==> src/srca_pkg.sv <==
// Shared constants for the session receive width adapter.
// Assumes one 20 MHz clock drives both the gathering and the delivery side.
package srca_pkg;

    // Input side shape
    localparam int RX_COUNT = 4;
    localparam int IN_W = 32;
    localparam int LOCAL_SS_W = 2;
    localparam int RX_IDX_W = 2;

    // Output side shape
    localparam int OUT_W = 64;
    localparam int SSID_W = 4;
    localparam int TAG_W = 16;
    localparam int BE_W = 8;

    // Buffer entry layout
    localparam int ENTRY_W = 78;
    localparam int DATA_LSB = 0;
    localparam int BE_LSB = 64;
    localparam int LAST_BIT = 72;
    localparam int ERR_BIT = 73;
    localparam int SSID_LSB = 74;

    // Buffer depth and fill level
    localparam int FIFO_DEPTH = 16;
    localparam int PTR_W = 4;
    localparam int CNT_W = 5;
    localparam logic [CNT_W-1:0] FILL_LIMIT = 5'h0E;

    // Fixed field values
    localparam logic [IN_W-1:0] DUMMY_WORD = 32'h0000_0000;
    localparam logic [BE_W-1:0] BE_FULL = 8'hFF;
    localparam logic [BE_W-1:0] BE_LOW_HALF = 8'h0F;

    // Clock rate
    localparam int CLK_HZ = 20_000_000;

endpackage : srca_pkg

==> src/srca_fifo.sv <==
// First-word-fall-through buffer holding whole 78-bit entries.
// Assumes the writer never writes when full; a read when empty is ignored.
`timescale 1ns/1ns
`default_nettype none
module srca_fifo
    import srca_pkg::*;
(
    input wire logic clk_i,
    input wire logic nrst_i,
    input wire logic wr_en_i,
    input wire logic [ENTRY_W-1:0] wr_data_i,
    input wire logic rd_en_i,
    output logic [ENTRY_W-1:0] rd_data_o,
    output logic empty_o,
    output logic [CNT_W-1:0] count_o
);

    logic [ENTRY_W-1:0] mem [0:FIFO_DEPTH-1]; // Entry storage
    logic [PTR_W-1:0] wr_ptr; // Next slot to fill
    logic [PTR_W-1:0] rd_ptr; // Slot shown at the head
    logic [CNT_W-1:0] fill; // Entries held
    wire do_wr = wr_en_i;
    wire do_rd = rd_en_i && (fill != '0);

    // Head entry is visible before the read, so data and read enable coincide
    assign rd_data_o = mem[rd_ptr];
    assign empty_o = (fill == '0);
    assign count_o = fill;

    // Storage write, no reset needed on data
    always_ff @(posedge clk_i)
    begin
        if (do_wr)
        begin
            mem[wr_ptr] <= wr_data_i;
        end
    end

    // Pointers and fill level
    always_ff @(posedge clk_i or negedge nrst_i)
    begin
        if (!nrst_i)
        begin
            wr_ptr <= '0;
            rd_ptr <= '0;
            fill <= '0;
        end
        else
        begin
            if (do_wr)
            begin
                wr_ptr <= wr_ptr + 1'b1;
            end
            if (do_rd)
            begin
                rd_ptr <= rd_ptr + 1'b1;
            end
            fill <= fill + CNT_W'(do_wr) - CNT_W'(do_rd);
        end
    end

endmodule : srca_fifo
`default_nettype wire

==> src/srca_adapter.sv <==
// Session receive adapter: pairs 32-bit words into 64-bit entries and delivers them
// with a per-packet session tag. Assumes upstream receivers honour in_word_ready_o.
// What this block does
// - 64-bit data stream plus 16-bit tag stream
// - Tag is 4-bit binary session number
// - One tag per packet, with first word
// - Buffer moves 32-bit words to 64-bit words
// - Entry layout: data, enables, last, error, session
// - Latch session at packet start, hold it
// - Shift words, toggle half, write on pairs
// - No buffer write while input idle
// - Aligned final word writes without padding
// - Unaligned final word requests one dummy word
// - Padding step writes last word plus dummy
// - Buffer head valid with read strobe
// - First word read whenever buffer nonempty
// - Later words read only when accepted
// - First read loads tag, raises tag valid
// - Every read loads word, raises valid
// - Tag valid holds until tag accept
// - Accepted word without read drops valid
// - Last entry marks end, rearms first-word
// - Four receivers in, sixteen sessions out
`timescale 1ns/1ns
`default_nettype none
module srca_adapter
    import srca_pkg::*;
(
    input wire logic clk_i,
    input wire logic nrst_i,
    input wire logic [RX_COUNT-1:0] in_word_valid_i,
    input wire logic [RX_COUNT-1:0] in_start_of_packet_i,
    input wire logic [RX_COUNT-1:0] in_end_of_packet_i,
    input wire logic [RX_COUNT-1:0] in_error_i,
    input wire logic [RX_COUNT*IN_W-1:0] in_word_i,
    input wire logic [RX_COUNT*LOCAL_SS_W-1:0] in_local_session_i,
    output logic in_word_ready_o,
    output logic [OUT_W-1:0] out_word_o,
    output logic out_word_valid_o,
    output logic out_packet_end_o,
    input wire logic out_word_accept_i,
    output logic [TAG_W-1:0] out_session_tag_o,
    output logic out_tag_valid_o,
    input wire logic out_tag_accept_i
);

    // Per-receiver selection chains, one link per receiver
    logic [IN_W-1:0] chain_word [0:RX_COUNT];
    logic [SSID_W-1:0] chain_ssid [0:RX_COUNT];
    logic [RX_COUNT:0] chain_valid;
    logic [RX_COUNT:0] chain_sop;
    logic [RX_COUNT:0] chain_eop;
    logic [RX_COUNT:0] chain_err;

    assign chain_word[0] = '0;
    assign chain_ssid[0] = '0;
    assign chain_valid[0] = 1'b0;
    assign chain_sop[0] = 1'b0;
    assign chain_eop[0] = 1'b0;
    assign chain_err[0] = 1'b0;

    // Gather the one active receiver; OR merge is safe as at most one is valid
    genvar g;
    generate
        for (g = 0; g < RX_COUNT; g++)
        begin : g_rx
            wire hit = in_word_valid_i[g];
            wire [SSID_W-1:0] ssid_g =
                {RX_IDX_W'(g), in_local_session_i[g*LOCAL_SS_W +: LOCAL_SS_W]};
            assign chain_word[g+1] = chain_word[g] | (hit ? in_word_i[g*IN_W +: IN_W] : '0);
            assign chain_ssid[g+1] = chain_ssid[g] | (hit ? ssid_g : '0);
            assign chain_valid[g+1] = chain_valid[g] | hit;
            assign chain_sop[g+1] = chain_sop[g] | (hit & in_start_of_packet_i[g]);
            assign chain_eop[g+1] = chain_eop[g] | (hit & in_end_of_packet_i[g]);
            assign chain_err[g+1] = chain_err[g] | (hit & in_error_i[g]);
        end
    endgenerate

    // Write side state
    logic [SSID_W-1:0] latched_session_id; // Session of the packet in flight
    logic [IN_W-1:0] upper_word_reg; // Newest word
    logic [IN_W-1:0] lower_word_reg; // Older word of the pair
    logic half_select_toggle; // High when a lone word waits for its partner
    logic fifo_write_strobe; // Entry in the word registers is written now
    logic pad_word_flag; // Dummy step pending
    logic entry_last; // Entry closes a packet
    logic entry_err; // Entry carries the packet error
    logic [BE_W-1:0] entry_be; // Byte enables of the entry
    logic pkt_err; // Error collected over the packet so far

    // Read side state
    logic awaiting_first_word; // Next head entry opens a packet
    logic [ENTRY_W-1:0] fifo_read_word; // Head entry
    logic fifo_empty_flag; // Buffer holds nothing
    logic [CNT_W-1:0] fifo_fill; // Entries held

    // Input decode
    wire word_take = chain_valid[RX_COUNT] && in_word_ready_o;
    wire word_sop = word_take && chain_sop[RX_COUNT];
    wire word_eop = word_take && chain_eop[RX_COUNT];
    wire word_err = chain_err[RX_COUNT];
    wire [IN_W-1:0] sel_word = chain_word[RX_COUNT];
    wire pair_done = word_take && half_select_toggle;
    wire pad_needed = word_eop && !half_select_toggle;
    wire [SSID_W-1:0] next_latched_session_id =
        word_sop ? chain_ssid[RX_COUNT] : latched_session_id;
    wire next_pkt_err = word_sop ? word_err : (pkt_err | (word_take & word_err));

    // Read decode
    wire fifo_read_strobe = !fifo_empty_flag
        && (awaiting_first_word || out_word_accept_i);
    wire head_last = fifo_read_word[LAST_BIT];
    wire [OUT_W-1:0] head_data = fifo_read_word[DATA_LSB +: OUT_W];
    wire [SSID_W-1:0] head_ssid = fifo_read_word[SSID_LSB +: SSID_W];

    // Entry packing, first-received word in the low half
    wire [ENTRY_W-1:0] entry_word =
        {latched_session_id, entry_err, entry_last, entry_be,
         upper_word_reg, lower_word_reg};

    // Fill level after this cycle decides whether one more word fits plus a pad
    wire [CNT_W-1:0] next_fill = fifo_fill + CNT_W'(fifo_write_strobe)
        - CNT_W'(fifo_read_strobe);
    wire next_ready = (next_fill <= FILL_LIMIT) && !pad_needed;

    // Session latch and packet error
    always_ff @(posedge clk_i or negedge nrst_i)
    begin
        if (!nrst_i)
        begin
            latched_session_id <= '0;
            pkt_err <= 1'b0;
        end
        else
        begin
            latched_session_id <= next_latched_session_id;
            pkt_err <= next_pkt_err;
        end
    end

    // Word pairing and padding
    always_ff @(posedge clk_i or negedge nrst_i)
    begin
        if (!nrst_i)
        begin
            upper_word_reg <= '0;
            lower_word_reg <= '0;
            half_select_toggle <= 1'b0;
            pad_word_flag <= 1'b0;
            fifo_write_strobe <= 1'b0;
        end
        else if (pad_word_flag)
        begin
            // Dummy step: last real word drops low, dummy fills high half
            lower_word_reg <= upper_word_reg;
            upper_word_reg <= DUMMY_WORD;
            half_select_toggle <= 1'b0;
            pad_word_flag <= 1'b0;
            fifo_write_strobe <= 1'b1;
        end
        else
        begin
            if (word_take)
            begin
                upper_word_reg <= sel_word;
                lower_word_reg <= upper_word_reg;
                half_select_toggle <= !half_select_toggle;
            end
            pad_word_flag <= pad_needed;
            fifo_write_strobe <= pair_done;
        end
    end

    // Entry side fields
    always_ff @(posedge clk_i or negedge nrst_i)
    begin
        if (!nrst_i)
        begin
            entry_last <= 1'b0;
            entry_err <= 1'b0;
            entry_be <= '0;
        end
        else if (pad_word_flag)
        begin
            entry_last <= 1'b1;
            entry_be <= BE_LOW_HALF;
        end
        else
        begin
            entry_last <= word_eop;
            entry_err <= next_pkt_err;
            entry_be <= BE_FULL;
        end
    end

    // Back-pressure towards the receivers
    always_ff @(posedge clk_i or negedge nrst_i)
    begin
        if (!nrst_i)
        begin
            in_word_ready_o <= 1'b0;
        end
        else
        begin
            in_word_ready_o <= next_ready;
        end
    end

    // Entry buffer between gathering and delivery
    srca_fifo u_fifo
    (
        .clk_i(clk_i),
        .nrst_i(nrst_i),
        .wr_en_i(fifo_write_strobe),
        .wr_data_i(entry_word),
        .rd_en_i(fifo_read_strobe),
        .rd_data_o(fifo_read_word),
        .empty_o(fifo_empty_flag),
        .count_o(fifo_fill)
    );

    // First-word tracker
    always_ff @(posedge clk_i or negedge nrst_i)
    begin
        if (!nrst_i)
        begin
            awaiting_first_word <= 1'b1;
        end
        else if (fifo_read_strobe)
        begin
            awaiting_first_word <= head_last;
        end
    end

    // Data stream output
    always_ff @(posedge clk_i or negedge nrst_i)
    begin
        if (!nrst_i)
        begin
            out_word_o <= '0;
            out_word_valid_o <= 1'b0;
            out_packet_end_o <= 1'b0;
        end
        else if (fifo_read_strobe)
        begin
            out_word_o <= head_data;
            out_word_valid_o <= 1'b1;
            out_packet_end_o <= head_last;
        end
        else if (out_word_accept_i)
        begin
            out_word_valid_o <= 1'b0;
        end
    end

    // Tag stream output, a new tag wins over an acknowledge
    always_ff @(posedge clk_i or negedge nrst_i)
    begin
        if (!nrst_i)
        begin
            out_session_tag_o <= '0;
            out_tag_valid_o <= 1'b0;
        end
        else if (fifo_read_strobe && awaiting_first_word)
        begin
            out_session_tag_o <= TAG_W'(head_ssid);
            out_tag_valid_o <= 1'b1;
        end
        else if (out_tag_accept_i)
        begin
            out_tag_valid_o <= 1'b0;
        end
    end
endmodule : srca_adapter
`default_nettype wire

==> config.mk <==
export PLATFORM = sky130hd
export DESIGN_NAME = srca_adapter
export DESIGN_NICKNAME = d
export VERILOG_FILES = /design/src/srca_pkg.sv /design/src/srca_fifo.sv /design/src/srca_adapter.sv
export SDC_FILE = /design/constraint.sdc
export NUM_CORES = 1
export LEC_CHECK = 0
export BUFFER_PORTS_ARGS = -buffer_cell sky130_fd_sc_hd__buf_2
export CAP_MARGIN = 20
export CORE_MARGIN = 3
export CORE_UTILIZATION = 61
export CTS_BUF_LIST = sky130_fd_sc_hd__clkbuf_4 sky130_fd_sc_hd__clkbuf_8 sky130_fd_sc_hd__clkbuf_16
export CTS_CLUSTER_DIAMETER = 50
export CTS_CLUSTER_SIZE = 24
export DETAILED_ROUTE_END_ITERATION = 10
export GPL_ROUTABILITY_DRIVEN = 0
export PLACE_DENSITY = 0.8
export SETUP_SLACK_MARGIN = 0.05
export SYNTH_ARGS = -nofsm -noshare
export SYNTH_HDL_FRONTEND = slang
export SYNTH_SLANG_ARGS = --single-unit
==> constraint.sdc <==
create_clock -name clk_i -period 4.77 [get_ports clk_i]
set_input_delay 0.2385 -clock clk_i [delete_from_list [all_inputs] [get_ports clk_i]]
set_output_delay 0.2385 -clock clk_i [all_outputs]
set_load 0.05 [all_outputs]
==> results_dict.tcl <==
set metrics [dict create \
    critPathKind "flip-flop to flip-flop" \
    cts_num_sinks 1262 \
    place_area_um2 51410 \
    outcome "finished, final reports clean" \
    clock_path_buffers 3 \
    drv_slew 0 \
    leakagePower_nw 18.80 \
    grt_max_degree 123 \
    min_path_type "input pin to flip-flop" \
    wl_per_cell_um 30.64 \
    synth_edf_count 1104 \
    syn_area_um2 49200 \
    htree_num_levels 3 \
    seqCellArea_um2 37120 \
    synth.most_common_cell "edfxtp_1" \
    yosys-top-cells-area "edfxtp_1 67%, mux4_2 9.7%, dfrtp_1 8.0%, mux2i_1 2.8%, mux2_2 1.9%" \
    gr-total-overflow 0 \
    multi_input_area_um2 11230 \
    die-width_um 290.0 \
    grt_pass1_wl_um 178000 \
    synth.distinct_cells 49 \
    cts_tree "built" \
    drive_above_1_share_pct 29.90 \
    die_h_um 290.0 \
    drv_cap 0 \
    root_buffer "clkbuf_16" \
    final_antenna_net_count 0 \
    drcViolationCount 0 \
    crit_path_start_kind "flip-flop" \
    top_regs "u_fifo.mem x1104, out_word_o x64" \
    synthCells 2469 \
    antenna_cells 0 \
    io_pins 240 \
    synth_top_cell_area_share_pct 67.38 \
    finalSetupViolCount 0 \
    maxSlewHeadroom_pct 22.65 \
    syn_area_per_cell_um2 19.93 \
    drtPass1Iterations 6 \
    synth_ff_type "edfxtp_1" \
    setup_ws_ns 1.577 \
    row_count 103 \
    peakVddDrop_uv 502.0 \
    antenna_found_initial 0 \
    synth_common_cells "1104 x edfxtp_1, 212 x mux4_2, 157 x dfrtp_1" \
    drt_wl_total_um 120400 \
    grt_pass1_vias 27691 \
    hold_violations 0 \
    finalCriticalPeriod_ns 3.193 \
    top_register "u_fifo.mem" \
    critical_path_arrival_ns 3.76 \
    port_buffers 223 \
    async_reset_ff_share_pct 12.52 \
    p_per_area_nw_per_um2 650.3 \
    via_per_inst 6.764 \
    nNetsFinal 2963 \
    yosysWarnings 0 \
    track_usage_pct 28.73 \
    largest_reg_flops 1104 \
    critical_path.max_fanout 55 \
    clk_pin_slew_ns 0.07 \
    critPathCaptureType "flip-flop" \
    pre_cts_slack_ns 1.638 \
    fmax_mhz 313.2 \
    drt_iter0_drc 3345 \
    nFillCells 4529 \
    fin_area_um2 55970 \
    vias 26581 \
    ys_ff_latch 1262 \
    tightestPinTransition_ns 1.160 \
    fp.coreArea_um2 79390 \
    fin_tns_setup_ns 0 \
    rsz0062_at_grt "false" \
    seq_area_frac_synth_pct 75.42 \
    min_period_over_period_pct 66.94 \
    yosysTopAreaCell "edfxtp_1" \
    hpwl_um 62210 \
    dieArea_um2 84110 \
    insertion_delay_ns 0.68 \
    crit_required_ns 5.34 \
    cts_buffers 95 \
    syn_to_final_growth_pct 13.76 \
    start_util_pct 61.98 \
    finClkSkew_ns 0.03552 \
]
==> what timing repair did <==
action                                 CTS  global route
buffers inserted                         0             0
hold buffers                           101             0
gates resized for setup                  0             0
endpoints found under the hold margin  128             0
==> layer usage <==
layer  track usage [%]  part of all wire [%]  vias up
li1                  -                     -    10744
met1             38.48                    35    13640
met2             47.67                    50     1893
met3             4.692                    10      304
met4             12.10                   4.1        0
met5                 0                     0        -
==> cells in the final DEF, fill, tap and decap left out, drive strengths merged, types with 2 or more instances in the layout <==
master,synthesis,final
and3,5,5
bufinv,0,2
buf,97,281
nand2b,2,2
nand3,8,8
and2,9,9
a31oi,55,55
a22oi,70,70
nand2,68,68
a221oi,70,70
o21ai,68,68
conb,1,12
ha,10,10
edfxtp,1104,1104
mux4,212,212
dfrtp,157,157
xnor2,10,10
nand4,2,2
mux2i,139,139
a311oi,33,33
mux2,85,85
clkinv,0,44
dlygate4sd3,0,101
clkinvlp,0,3
a22o,2,2
nor2b,3,3
inv,17,48
a21oi,26,26
nor2,139,139
clkbuf,66,101
==> final cells by class <==
cell class / instances / share of cell area [%]
multi-input cells: 1038 / 20.06
inverters: 17 / 0.1252
clock inverters: 80 / 1.972
well taps: 1050 / 2.347
clock buffers: 100 / 4.368
repair buffers: 383 / 4.808
flip-flops and latches: 1262 / 66.32
==> worst max-delay path: stages (launching register included) <==
cell	delay [ns]
dfrtp_1	0.46
or2_1	0.28
or4_4	0.47
o21ai_4	0.16
inv_6	0.30
ha_1	0.37
ha_1	0.27
nor3b_1	0.15
a211oi_1	0.27
xnor2_1	0.13
a311oi_1	0.23
==> power breakdown <==
| group | internal (W) | switching [W] |
|---|---|---|
| Clock | 0.00422 | 0.00446 |
| Combinational | 0.00438 | 0.00593 |
| Sequential | 0.0148 | 0.00262 |
| Total | 0.0234 | 0.0130 |
==> cell families after synthesis <==
family	Yosys count	share of synthesized area [%]
simple gates	240	2.182
other cells	1	0.007621
compound gates	329	5.460
xor+xnor	11	0.1958
fa+ha+maj	10	0.2543
buf+inv	180	2.009
flops	1262	75.42
mux	436	14.48
==> worst paths after layout <==
path,start,end,slack (ns),depth (start not counted)
setup reg to reg,u_fifo.count_o[2],in_word_ready_o,1.58,10
hold reg to reg,out_session_tag_o[2],out_session_tag_o[2],0.49,2
hold / removal,in_end_of_packet_i[1],entry_last,0.06,4
setup / recovery,u_fifo.count_o[2],in_word_ready_o,1.58,10
min in group asynchronous,nrst_i,upper_word_reg[11],0.23,2
max in group asynchronous,nrst_i,out_word_o[2],3.20,3
==> stage by stage <==
step                power [W]  hold slack [ns]  utilization (%)  std cells
finish                0.03640          0.06192            70.51       3930
global route          0.03769          0.06680            70.51       3930
CTS                   0.03640         0.005096            70.51       3930
detailed placement    0.02744           0.3881            64.76       3649
global placement      0.02688           0.3878            64.76       3649
floorplan             0.02403         -0.05709                -       2480
(Power assumes the default switching activity.)
